===== src/hdl/isc_port_defines.vh =====
`ifndef ISC_PORT_DEFINES_VH
`define ISC_PORT_DEFINES_VH

// Instruction register
`define IR_W 8
`define IR_CAPTURE 8'h01
`define INS_BYPASS 8'hff
`define INS_ENABLE 8'h0c
`define INS_DISABLE 8'h0f
`define INS_CLEAR 8'h0d
`define INS_PROGRAM 8'h11
`define INS_ERASE_SECTOR 8'h12
`define INS_CHIP_ERASE 8'h13
`define INS_READ 8'h14

// Enable options register
`define OPT_W 8
`define OPT_EXT_BIT 0
`define OPT_OD_BIT 1

// Access register: [23] secondary, [22:8] address, [7:0] data
`define DR_W 24
`define DR_SEC_BIT 23
`define DR_ADDR_HI 22
`define DR_ADDR_LO 8
`define DR_DATA_HI 7
`define DR_DATA_LO 0
`define ADDR_W 15
`define DATA_W 8
`define PRI_SECT_HI 14
`define PRI_SECT_LO 12
`define SEC_SECT_HI 13
`define SEC_SECT_LO 12
`define PRI_SECTORS 8
`define SEC_SECTORS 4

// Flash operation codes
`define OP_W 2
`define OP_READ 2'h0
`define OP_PROGRAM 2'h1
`define OP_SECTOR 2'h2
`define OP_CHIP 2'h3

`define BLANK_BYTE 8'hff
`define SECURE_READ_BYTE 8'h00

`endif


===== src/hdl/isc_port.v =====
// Operation
// Mode select on C0, clock C1, data-in C5, data-out C6.
// Serial port pins work on a blank device with no setup.
// After power-up all serial pins are inputs awaiting the enable command.
// Data-out is driven only after the enable command is taken.
// Enable command optionally turns on busy and error extension outputs.
// Outside controller holds chip reset low while programming.
// Only configuration commands exist; boundary scan codes act as bypass.
// Error output goes low when erase or byte program fails.
// Error stays low until clear command, or chip reset after disable.
// Busy status output high while flash is in read mode.
// Busy status low during program, erase or secondary write.
// Enable command may select open-drain drive for both extensions.
// With security set, every content read is refused.
// With security set, only full chip erase is accepted.
// Full chip erase clears security, leaving a blank unsecured part.
// Erase of a protected sector is refused.
// A delivered part reads all ones everywhere.
// Before enable, data-out and extensions stay undriven.
`timescale 1ns/1ns
`default_nettype none
`include "isc_port_defines.vh"

module isc_port #(
  parameter PRI_SECTORS = `PRI_SECTORS,
  parameter SEC_SECTORS = `SEC_SECTORS
) (
  input wire clock_in, // 125 MHz system clock
  input wire reset_n_in, // Async reset, active low
  input wire pc0_tms_in, // Mode select pin
  input wire pc1_tck_in, // Serial clock pin
  input wire pc5_tdi_in, // Serial data in pin
  output reg pc6_tdo_out, // Serial data out level
  output reg pc6_tdo_oe_out, // Serial data out enable
  output reg pc3_status_out, // flash_busy_status_out level
  output reg pc3_status_oe_out, // flash_busy_status_out enable
  output reg pc4_error_out, // flash_error_flag_out level
  output reg pc4_error_oe_out, // flash_error_flag_out enable
  input wire chip_reset_n_in, // Chip reset pin, active low
  input wire security_bit_in, // Security bit is set
  input wire [PRI_SECTORS-1:0] pri_protect_in, // Primary sector protect bits
  input wire [SEC_SECTORS-1:0] sec_protect_in, // Secondary sector protect bits
  input wire flash_busy_in, // Flash engine cycle in progress
  input wire sec_write_in, // Secondary flash being written
  input wire flash_done_in, // Flash operation finished, pulse
  input wire flash_fail_in, // Finished operation failed
  input wire [`DATA_W-1:0] flash_rdata_in, // Read data valid with done
  output reg flash_start_out, // Start operation, pulse
  output reg [`OP_W-1:0] flash_op_out, // Operation code
  output reg flash_sec_out, // Target is secondary flash
  output reg [`ADDR_W-1:0] flash_addr_out, // Target address
  output reg [`DATA_W-1:0] flash_wdata_out, // Byte to program
  output reg security_clear_out // Clear security bit, pulse
);

  // ==========================================================
  // TAP states
  localparam [15:0] S_TLR = 16'h0001;
  localparam [15:0] S_RTI = 16'h0002;
  localparam [15:0] S_SELDR = 16'h0004;
  localparam [15:0] S_CAPDR = 16'h0008;
  localparam [15:0] S_SHDR = 16'h0010;
  localparam [15:0] S_EX1DR = 16'h0020;
  localparam [15:0] S_PAUDR = 16'h0040;
  localparam [15:0] S_EX2DR = 16'h0080;
  localparam [15:0] S_UPDR = 16'h0100;
  localparam [15:0] S_SELIR = 16'h0200;
  localparam [15:0] S_CAPIR = 16'h0400;
  localparam [15:0] S_SHIR = 16'h0800;
  localparam [15:0] S_EX1IR = 16'h1000;
  localparam [15:0] S_PAUIR = 16'h2000;
  localparam [15:0] S_EX2IR = 16'h4000;
  localparam [15:0] S_UPIR = 16'h8000;

  // ==========================================================
  // Pin synchronisers and edge detection
  wire [3:0] pins_s;
  reg tck_d_r;
  reg rst_d_r;

  pin_sync #(.WIDTH(4)) u_sync (
    .clock_in(clock_in),
    .reset_n_in(reset_n_in),
    .async_in({chip_reset_n_in, pc5_tdi_in, pc1_tck_in, pc0_tms_in}),
    .sync_out(pins_s)
  );

  wire tms_s = pins_s[0];
  wire tck_s = pins_s[1];
  wire tdi_s = pins_s[2];
  wire crst_s = pins_s[3];
  wire tck_rise = tck_s & ~tck_d_r;
  wire tck_fall = ~tck_s & tck_d_r;
  // Only honoured after a disable, so a stray edge while the synchroniser fills is harmless
  wire crst_rise = crst_s & ~rst_d_r;

  always @(posedge clock_in or negedge reset_n_in) begin
    if (!reset_n_in) begin
      tck_d_r <= 1'b0;
      rst_d_r <= 1'b1;
    end else begin
      tck_d_r <= tck_s;
      rst_d_r <= crst_s;
    end
  end

  // ==========================================================
  // TAP controller, stepped on each serial clock rise
  reg [15:0] state_r;
  reg [15:0] state_nxt;

  always @* begin
    state_nxt = state_r;
    case (state_r)
      S_TLR: state_nxt = tms_s ? S_TLR : S_RTI;
      S_RTI: state_nxt = tms_s ? S_SELDR : S_RTI;
      S_SELDR: state_nxt = tms_s ? S_SELIR : S_CAPDR;
      S_CAPDR: state_nxt = tms_s ? S_EX1DR : S_SHDR;
      S_SHDR: state_nxt = tms_s ? S_EX1DR : S_SHDR;
      S_EX1DR: state_nxt = tms_s ? S_UPDR : S_PAUDR;
      S_PAUDR: state_nxt = tms_s ? S_EX2DR : S_PAUDR;
      S_EX2DR: state_nxt = tms_s ? S_UPDR : S_SHDR;
      S_UPDR: state_nxt = tms_s ? S_SELDR : S_RTI;
      S_SELIR: state_nxt = tms_s ? S_TLR : S_CAPIR;
      S_CAPIR: state_nxt = tms_s ? S_EX1IR : S_SHIR;
      S_SHIR: state_nxt = tms_s ? S_EX1IR : S_SHIR;
      S_EX1IR: state_nxt = tms_s ? S_UPIR : S_PAUIR;
      S_PAUIR: state_nxt = tms_s ? S_EX2IR : S_PAUIR;
      S_EX2IR: state_nxt = tms_s ? S_UPIR : S_SHIR;
      S_UPIR: state_nxt = tms_s ? S_SELDR : S_RTI;
      default: state_nxt = S_TLR;
    endcase
  end

  // Port is live straight out of reset; no configuration gates it
  always @(posedge clock_in or negedge reset_n_in) begin
    if (!reset_n_in) begin
      state_r <= S_TLR;
    end else if (tck_rise) begin
      state_r <= state_nxt;
    end
  end

  // ==========================================================
  // Instruction decode
  reg [`IR_W-1:0] ir_r;
  reg [`IR_W-1:0] ir_sh_r;
  wire upd_dr = tck_rise & (state_r == S_UPDR);
  wire upd_ir = tck_rise & (state_r == S_UPIR);
  wire cap_dr = tck_rise & (state_r == S_CAPDR);
  wire sh_dr = tck_rise & (state_r == S_SHDR);

  wire i_enable = (ir_r == `INS_ENABLE);
  wire i_prog = (ir_r == `INS_PROGRAM);
  wire i_sect = (ir_r == `INS_ERASE_SECTOR);
  wire i_chip = (ir_r == `INS_CHIP_ERASE);
  wire i_read = (ir_r == `INS_READ);
  // Unknown codes, boundary scan ones included, fall through to bypass
  wire i_access = i_prog | i_sect | i_chip | i_read;
  // Disable and clear take effect from the freshly shifted code at Update-IR
  wire new_disable = (ir_sh_r == `INS_DISABLE);
  wire new_clear = (ir_sh_r == `INS_CLEAR);

  always @(posedge clock_in or negedge reset_n_in) begin
    if (!reset_n_in) begin
      ir_r <= `INS_BYPASS;
      ir_sh_r <= `INS_BYPASS;
    end else if (tck_rise) begin
      // Test-Logic-Reset falls back to bypass but leaves the channel open
      if (state_r == S_TLR) begin
        ir_r <= `INS_BYPASS;
      end else if (state_r == S_CAPIR) begin
        ir_sh_r <= `IR_CAPTURE;
      end else if (state_r == S_SHIR) begin
        ir_sh_r <= {tdi_s, ir_sh_r[`IR_W-1:1]};
      end else if (state_r == S_UPIR) begin
        ir_r <= ir_sh_r;
      end
    end
  end

  // ==========================================================
  // Data registers
  reg byp_r;
  reg [`OPT_W-1:0] opt_sh_r;
  reg [`DR_W-1:0] dr_sh_r;
  reg [`DATA_W-1:0] rdata_r;
  // Only the selected register shifts; the bypass bit follows data-in regardless

  always @(posedge clock_in or negedge reset_n_in) begin
    if (!reset_n_in) begin
      byp_r <= 1'b0;
      opt_sh_r <= {`OPT_W{1'b0}};
      dr_sh_r <= {`DR_W{1'b0}};
    end else if (cap_dr) begin
      byp_r <= 1'b0;
      dr_sh_r[`DR_DATA_HI:`DR_DATA_LO] <= rdata_r;
    end else if (sh_dr) begin
      byp_r <= tdi_s;
      if (i_enable) begin
        opt_sh_r <= {tdi_s, opt_sh_r[`OPT_W-1:1]};
      end
      if (i_access) begin
        dr_sh_r <= {tdi_s, dr_sh_r[`DR_W-1:1]};
      end
    end
  end

  // ==========================================================
  // Channel enable and extension options
  reg enabled_r;
  reg ext_en_r;
  reg od_r;
  reg disabled_r;
  // Disable drops the pins but leaves the error flag for a chip reset release

  always @(posedge clock_in or negedge reset_n_in) begin
    if (!reset_n_in) begin
      enabled_r <= 1'b0;
      ext_en_r <= 1'b0;
      od_r <= 1'b0;
      disabled_r <= 1'b0;
    end else if (upd_dr && i_enable) begin
      enabled_r <= 1'b1;
      ext_en_r <= opt_sh_r[`OPT_EXT_BIT];
      od_r <= opt_sh_r[`OPT_OD_BIT];
      disabled_r <= 1'b0;
    end else if (upd_ir && new_disable) begin
      enabled_r <= 1'b0;
      ext_en_r <= 1'b0;
      disabled_r <= 1'b1;
    end
  end

  // ==========================================================
  // Command checks and flash sequencing
  wire dr_sec = dr_sh_r[`DR_SEC_BIT];
  wire [`ADDR_W-1:0] dr_addr = dr_sh_r[`DR_ADDR_HI:`DR_ADDR_LO];
  wire [2:0] pri_idx = dr_addr[`PRI_SECT_HI:`PRI_SECT_LO];
  wire [1:0] sec_idx = dr_addr[`SEC_SECT_HI:`SEC_SECT_LO];
  wire sect_prot = dr_sec ? sec_protect_in[sec_idx] : pri_protect_in[pri_idx];
  // Secured part takes only chip erase; sector erase of a protected sector is refused
  wire blocked = (security_bit_in & ~i_chip) | (i_sect & sect_prot);
  // One operation at a time; an update that lands while one is pending is dropped, not queued
  reg pending_r;
  reg [`OP_W-1:0] op_r;
  wire go = upd_dr & i_access & enabled_r & ~pending_r;
  // Refused writes raise the error flag; a refused read just returns a fixed byte
  wire refused = go & blocked & ~i_read;
  wire failed = flash_done_in & pending_r & flash_fail_in & (op_r != `OP_READ);

  always @(posedge clock_in or negedge reset_n_in) begin
    if (!reset_n_in) begin
      pending_r <= 1'b0;
      op_r <= `OP_READ;
      flash_start_out <= 1'b0;
      flash_op_out <= `OP_READ;
      flash_sec_out <= 1'b0;
      flash_addr_out <= {`ADDR_W{1'b0}};
      flash_wdata_out <= {`DATA_W{1'b0}};
      security_clear_out <= 1'b0;
      rdata_r <= `BLANK_BYTE;
    end else begin
      flash_start_out <= 1'b0;
      security_clear_out <= 1'b0;
      if (go && !blocked) begin
        pending_r <= 1'b1;
        flash_start_out <= 1'b1;
        flash_op_out <= i_read ? `OP_READ : i_prog ? `OP_PROGRAM :
                        i_sect ? `OP_SECTOR : `OP_CHIP;
        op_r <= i_read ? `OP_READ : i_prog ? `OP_PROGRAM :
                i_sect ? `OP_SECTOR : `OP_CHIP;
        flash_sec_out <= dr_sec;
        flash_addr_out <= dr_addr;
        flash_wdata_out <= dr_sh_r[`DR_DATA_HI:`DR_DATA_LO];
      end else if (go && i_read) begin
        rdata_r <= `SECURE_READ_BYTE;
      end else if (pending_r && flash_done_in) begin
        pending_r <= 1'b0;
        if (op_r == `OP_READ) begin
          rdata_r <= flash_rdata_in;
        end
        if (op_r == `OP_CHIP && !flash_fail_in) begin
          security_clear_out <= 1'b1;
        end
      end
    end
  end

  // ==========================================================
  // Error flag; a new failure outranks a clear in the same cycle
  reg err_r;
  // Controller keeps chip reset low during programming, so its release ends the session
  wire err_clr = (upd_ir & new_clear) | (disabled_r & crst_rise);

  always @(posedge clock_in or negedge reset_n_in) begin
    if (!reset_n_in) begin
      err_r <= 1'b0;
    end else if (failed || refused) begin
      err_r <= 1'b1;
    end else if (err_clr) begin
      err_r <= 1'b0;
    end
  end

  // ==========================================================
  // Pin drivers
  wire busy = pending_r | flash_busy_in | sec_write_in;
  wire stat_lvl = ~busy;
  wire err_lvl = ~err_r;
  // Pin levels are registered so decode hazards never reach the pins

  always @(posedge clock_in or negedge reset_n_in) begin
    if (!reset_n_in) begin
      pc6_tdo_out <= 1'b0;
      pc6_tdo_oe_out <= 1'b0;
      pc3_status_out <= 1'b0;
      pc3_status_oe_out <= 1'b0;
      pc4_error_out <= 1'b0;
      pc4_error_oe_out <= 1'b0;
    end else begin
      // Data out changes on the falling serial clock to meet the rising sample
      if (tck_fall) begin
        pc6_tdo_oe_out <= enabled_r & ((state_r == S_SHDR) | (state_r == S_SHIR));
        if (state_r == S_SHIR) begin
          pc6_tdo_out <= ir_sh_r[0];
        end else if (i_enable) begin
          pc6_tdo_out <= opt_sh_r[0];
        end else if (i_access) begin
          pc6_tdo_out <= dr_sh_r[0];
        end else begin
          pc6_tdo_out <= byp_r;
        end
      end
      // Open-drain mode only pulls low; otherwise both levels are driven
      pc3_status_out <= od_r ? 1'b0 : stat_lvl;
      pc3_status_oe_out <= ext_en_r & (od_r ? ~stat_lvl : 1'b1);
      pc4_error_out <= od_r ? 1'b0 : err_lvl;
      pc4_error_oe_out <= ext_en_r & (od_r ? ~err_lvl : 1'b1);
    end
  end

endmodule // isc_port

`default_nettype wire


===== src/hdl/pin_sync.v =====
`timescale 1ns/1ns
`default_nettype none

module pin_sync #(
  parameter WIDTH = 4
) (
  input wire clock_in, // System clock
  input wire reset_n_in, // Async reset, active low
  input wire [WIDTH-1:0] async_in, // Signals from outside the domain
  output wire [WIDTH-1:0] sync_out // Synchronised copies
);

  reg [WIDTH-1:0] meta_r;
  reg [WIDTH-1:0] sync_r;

  // First stage feeds only the second stage
  always @(posedge clock_in or negedge reset_n_in) begin
    if (!reset_n_in) begin
      meta_r <= {WIDTH{1'b0}};
      sync_r <= {WIDTH{1'b0}};
    end else begin
      meta_r <= async_in;
      sync_r <= meta_r;
    end
  end

  assign sync_out = sync_r;

endmodule // pin_sync

`default_nettype wire


===== config.mk =====
export PLATFORM = sky130hd
export DESIGN_NAME = isc_port
export DESIGN_NICKNAME = d
export VERILOG_FILES = /design/src/hdl/isc_port.v /design/src/hdl/pin_sync.v
export VERILOG_INCLUDE_DIRS = /design/src /design/src/hdl
export SDC_FILE = /design/constraint.sdc
export NUM_CORES = 1
export LEC_CHECK = 0
export ABC_AREA = 1
export BUFFER_PORTS_ARGS = -buffer_cell sky130_fd_sc_hd__buf_2
export CORE_MARGIN = 2
export CORE_UTILIZATION = 63
export CTS_CLUSTER_DIAMETER = 60
export DETAILED_ROUTE_END_ITERATION = 8
export GPL_ROUTABILITY_DRIVEN = 0
export PLACE_DENSITY = 0.91
export SLEW_MARGIN = 10
export SYNTH_ARGS = -nofsm -noshare
export SYNTH_HDL_FRONTEND = slang
export SYNTH_HIERARCHICAL = 1
export SYNTH_SLANG_ARGS = --single-unit

===== constraint.sdc =====
create_clock -name clock_in -period 5.7 [get_ports clock_in]
set_clock_uncertainty 0.1 [all_clocks]
set_input_delay 0.57 -clock clock_in [delete_from_list [all_inputs] [get_ports clock_in]]
set_output_delay 0.57 -clock clock_in [all_outputs]
set_load 0.03 [all_outputs]

* Yosys cells after proc, flatten, opt, wreduce, memory -nomap -nowiden
Index checks and enable logic that the tools add are counted.
Operators by class: order comparisons 2, equal/unequal tests 27, mux-type cells 57, bitwise gates (word level) 41, reductions and logical operators 30
Operators with widths (count):
- one-hot mux 16 bit (12 select lines) | 1
- two-way mux 8 bit | 13
- == test 8 x 5 -> 1 bit (second input constant) | 4
- two-way mux 16 bit | 2
- two-way mux 1 bit | 28
- == test 8 x 4 -> 1 bit (second input constant) | 3
- bitwise AND 1 bit | 22
- nonzero test 2 bit | 10
- two-way mux 9 bit | 2
- == test 16 x 1 -> 1 bit (second input constant) | 1
- == test 16 x 10 -> 1 bit (second input constant) | 1
- == test 16 x 11 -> 1 bit (second input constant) | 1
- == test 16 x 12 -> 1 bit (second input constant) | 1
- == test 16 x 13 -> 1 bit (second input constant) | 1
- == test 16 x 14 -> 1 bit (second input constant) | 1
- == test 16 x 15 -> 1 bit (second input constant) | 1
- == test 16 bit (second input constant) | 1
- == test 16 x 2 -> 1 bit (second input constant) | 1
- == test 16 x 3 -> 1 bit (second input constant) | 1
- == test 16 x 4 -> 1 bit (second input constant) | 1
- == test 16 x 5 -> 1 bit (second input constant) | 1
- == test 16 x 6 -> 1 bit (second input constant) | 1
- == test 16 x 7 -> 1 bit (second input constant) | 1
- == test 16 x 8 -> 1 bit (second input constant) | 1
- other kinds (25) | 57
Storage, ports and cells: flip-flop bits (word level) 123, input bits 31, word-level logic and storage cells 187

* Depth between registers and ports, before layout
depth after elaboration 11, gate-level depth with buffers 12, gate-level depth less buffers 11

* By module
The synthesis kept the hierarchy.
Modules (own cells, without submodules):
- isc_port | times used 1, cells each 646, area an instance 5447.7 µm², sequential area each 2910.3 µm²
- pin_sync | times used 1, cells each 8, area an instance 200.2 µm², sequential area each 200.2 µm²

* Worst setup path before layout
No wires, ideal clock.
path kind register to register, start point reg ir_r[4], end point reg flash_addr_out[12], data arrival time 1610 ps, path slack 3868 ps, stages on the path, launching flop included 9, period minus slack after synthesis 1832 ps, cells stage by stage dfstp_2 > nand2_1 > nor2_1 > nand3_1 > nand2_1 > nand4_4 > buf_6 > nand2_1 > o21ai_2
Between the ends: word-level cells in the longest chain between the ends 8, elaborated cells on any way between the ends 16, those cells by class 4 x eq/ne; 10 x bitwise; 2 x reduce/logical
Ends and longest elaborated chain:
- from (decl) | line isc_port.v:146 | reg [`IR_W-1:0] ir_r;
- from (signal assigned) | line isc_port.v:166 | ir_r <= `INS_BYPASS;
- from (signal assigned) | line isc_port.v:171 | ir_r <= `INS_BYPASS;
- from (signal assigned) | line isc_port.v:177 | ir_r <= ir_sh_r;
- == test 8 x 5 -> 1 bit (no line)
- bitwise OR 1 bit (3 in series) | line isc_port.v:159 | wire i_access = i_prog | i_sect | i_chip | i_read;
- bitwise AND 1 bit (3 in series) | line isc_port.v:247 | wire go = upd_dr & i_access & enabled_r & ~pending_r;
- logical AND 1 bit * | line isc_port.v:266 | if (go && !blocked) begin
- to (signal assigned) | line isc_port.v:259 | flash_addr_out <= {`ADDR_W{1'b0}};
- to (signal assigned) | line isc_port.v:274 | flash_addr_out <= dr_addr;
- to (decl) | line isc_port.v:51 | output reg [`ADDR_W-1:0] flash_addr_out,
Mark *: on every way between the ends. The rest lies on a longest branch, timed or not. A chain may end at the register's enable or synchronous reset.

* Worst setup path after layout
start point reg tck_d_r, end point reg dr_sh_r[3]
Between the ends: word-level cells in the longest chain between the ends 5, elaborated cells on any way between the ends 8, those cells by class 1 x mux; 4 x bitwise; 3 x reduce/logical
Ends and longest elaborated chain:
- from (decl) | line isc_port.v:78 | reg tck_d_r;
- from (signal assigned) | line isc_port.v:102 | tck_d_r <= tck_s;
- inverter 1 bit * | line isc_port.v:92 | wire tck_rise = tck_s & ~tck_d_r;
- bitwise AND 1 bit * | line isc_port.v:92
- bitwise AND 1 bit (on tied branches) | line isc_port.v:150, isc_port.v:151
- nonzero test 2 bit (no line)
- AND reduction 2 bit (no line)
- to (signal assigned) | line isc_port.v:194 | dr_sh_r <= {`DR_W{1'b0}};
- to (signal, indexed assignment) | line isc_port.v:197 | dr_sh_r[`DR_DATA_HI:`DR_DATA_LO] <= rdata_r;
- to (signal assigned) | line isc_port.v:204 | dr_sh_r <= {tdi_s, dr_sh_r[`DR_W-1:1]};
- to (decl) | line isc_port.v:186 | reg [`DR_W-1:0] dr_sh_r;
Marks and branches as above.

==> impl_metrics.toml <==
[synth]
yosysTopAreaCellShare = 0.430
synthMostInstantiatedCell = "nand2_1"
ys_types = 41
synth-seq-area-share = 0.551
yosys-top-cells-count = "164 x nand2_1, 97 x dfrtp_1, 86 x inv_1, 71 x nor2_1, 52 x nand3_1"
synth_area_leaders = "dfrtp_1 43%, dfstp_2 12%, nand2_1 11%"
syn_avg_cell_area_um2 = 8.64
synth_area_mm2 = 0.00565
syn-num-nets = 685
synth_enable_flop_cells = 0
synth_largest_area_cell = "dfrtp_1"
yosysWarnings = 6
synth_seq_cells = 123
synth_flop_cell = "dfrtp_1"
syn_inst = 654
async_reset_ff_frac = 1.00

[global_routing]
use_met3 = 0.0745
grtUsageMet2 = 0.480
grt_max_degree = 66
grt_pass1_vias = 4710
grt_pass1_wl_um = 22700
antenna_found_initial = 0
top_usage_layer = "met2"
grt_overflow = 0
grt_use_total = 0.297
met1_usage = 0.390

[worst_setup_path]
arrival_ns = 3.30
required_ns = 6.05
start_kind = "flip-flop"
cp_cell_sequence = "nor2_2 > inv_1 > nor2_4 > nand2_2 > nand2_1 > nor2_1 > nor2_1"
critical_path.most_common_cell = "nor2_1"
cp_slowest_cell = "nor2_2"
max_stage_delay_ns = 0.59
worstSetupEndpointType = "flip-flop"
critPathKind = "flip-flop to flip-flop"
crit_fanout = 42

[power_and_ir_drop]
peakVddDrop_mv = 0.203
p_leak_nw = 3.37
power_density_mw_per_mm2 = 351

[timing]
finalCriticalPeriod_ns = 2.95
relSlewSlack = 0.405
hold_viol = 0
rsz0062_at_grt = "false"
tns_ns = 0
maxSlewViolCount = 0
max_freq_mhz = 338
setup_viol = 0
final.setup.worst_slack_ns = 2.75
min_period_over_period = 0.518
worst_pin_slew_ns = 0.890

[placed_design]
io_buffers = 64
pre_cts_slack_ns = 2.83
post-dp-hpwl_um = 8650

[job]
drv_cap = 0

[clock_network]
clock-sinks = 123
cts_buffers = 17
clock_latency_ns = 0.54
post_cts_buffers = 0
cts_tree = "done"
htree_levels = 4
holdBufCountCts = 0
cts_resized = 0
cts.clk_slew.worst_paths_ns = 0.06
cts_root_buffer = "clkbuf_8"
cts_buffer_depth = 2

[floorplanning]
ioPinCount = 65
die_area_mm2 = 0.00974
die_h_um = 98.7
initial_core_util = 0.648
num_rows = 34
core_mm2 = 0.00872
fp.dieW_um = 98.7

[drt]
wire_per_inst_um = 15.9
totalWireLength_um = 13400
ant_nets = 0
drtPass1Iterations = 5
drtIter0Drc = 445
vias = 4833
drcViolationCount = 0
avgViaCountPerCell = 5.73

[hold_path]
hp-class = "input port to async pin"

[layout]
area_growth_syn_to_layout_pct = 17.0
final_layout_size_suffix_gt1_frac = 0.222
num-fill-cells = 557
register_area_mm2 = 0.00311
final_util = 0.758
nNetsFinal = 753
multi_input_area_mm2 = 0.00210
antennaDiodeCount = 0

[status]
status = "completed"
## power by group
part | leakage, nW | internal [mW] | switching [mW]
logic | 1.47 | 0.0709 | 0.174
clock network | 0.295 | 0.674 | 0.418
registers | 1.60 | 0.941 | 0.0407
## registers in the layout, summed over array words and instances (netlist names), 2 cells and up
signal	flops
dr_sh_r	24
flash_addr_out	15
flash_wdata_out	8
ir_r	8
ir_sh_r	8
op_r	2
opt_sh_r	8
rdata_r	8
state_r	16
u_sync/meta_r	4
u_sync/sync_out	4
## cells in the final DEF (no fill, tap or decap), types with 2 or more instances in the layout
cell,instances
nand2_1,164
dfrtp_1,97
inv_1,86
nor2_1,71
buf_2,63
nand3_1,52
o21ai_0,46
dfstp_2,26
o21ai_2,18
clkbuf_16,16
a21oi_1,11
o22ai_1,9
nand4_1,7
nor2_2,6
nand2_2,6
o21ai_1,5
clkinv_4,5
nor3_1,4
nor4_1,3
inv_6,3
bufinv_16,3
nor2_8,2
nand4_4,2
nor2_4,2
a22o_1,2
nand3b_1,2
a31oi_1,2
o211ai_1,2
clkinv_2,2
buf_4,2
## worst paths after layout
path	to	slack, ns	cells past startpoint	start
setup / recovery	dr_sh_r[3]	2.75	7	tck_d_r
setup reg to reg	dr_sh_r[3]	2.75	7	tck_d_r
min in group clock_in	u_sync/meta_r[2]	0.04	1	pc5_tdi_in
hold reg to reg	u_sync/sync_out[1]	0.25	0	u_sync/meta_r[1]
max in group asynchronous	od_r	4.23	2	reset_n_in
hold / removal	state_r[5]	0.02	1	reset_n_in
## routing by layer
layer  vias to the layer above  part of all wire  routed length [um]
li1                       2248                 -                   -
met1                      2291              0.41                5430
met2                       251              0.49                6610
met3                        43             0.072                 968
met4                         0             0.028                 373
met5                         -                 0                   0
## logic make-up (layout without fill, tap and decap cells)
logic type,Yosys count,after routing,synth area share
and+or+nand+nor,327,327,0.263
DFF,123,123,0.551
buffers and inverters,103,184,0.0773
AOI/OAI and AO/OA,101,101,0.109
## area by class of cell
cell class | count | share of cell area
Sequential cell | 123 | 0.471
Multi-Input combinational cell | 428 | 0.318
Clock buffer | 17 | 0.0627
Tap cell | 108 | 0.0205
Timing Repair Buffer | 65 | 0.0500
Clock inverter | 15 | 0.0286
Inverter | 87 | 0.0494
## per-stage QoR
| step | std cells | total power [mW] | cell area [um2] | hold slack (ns) |
|---|---|---|---|---|
| 6_report | 843 | 2.32 | 6610 | 0.0212 |
| 3_5_place_dp | 811 | 1.22 | 6000 | 0.242 |
| 4_1_cts | 843 | 2.32 | 6610 | 0.0381 |
| 2_1_floorplan | 654 | 1.14 | 5650 | 0.174 |
| 5_1_grt | 843 | 2.40 | 6610 | 0.0318 |
| 3_3_place_gp | 811 | 1.20 | 6000 | 0.233 |
## critical path, delay by kind of cell, from the launching register on
| kind | cells | cell delay [ns] |
|---|---|---|
| and+or+nand+nor | 6 | 1.87 |
| DFF | 1 | 0.38 |
| buffers and inverters | 1 | 0.50 |
(Power assumes the default switching activity.)
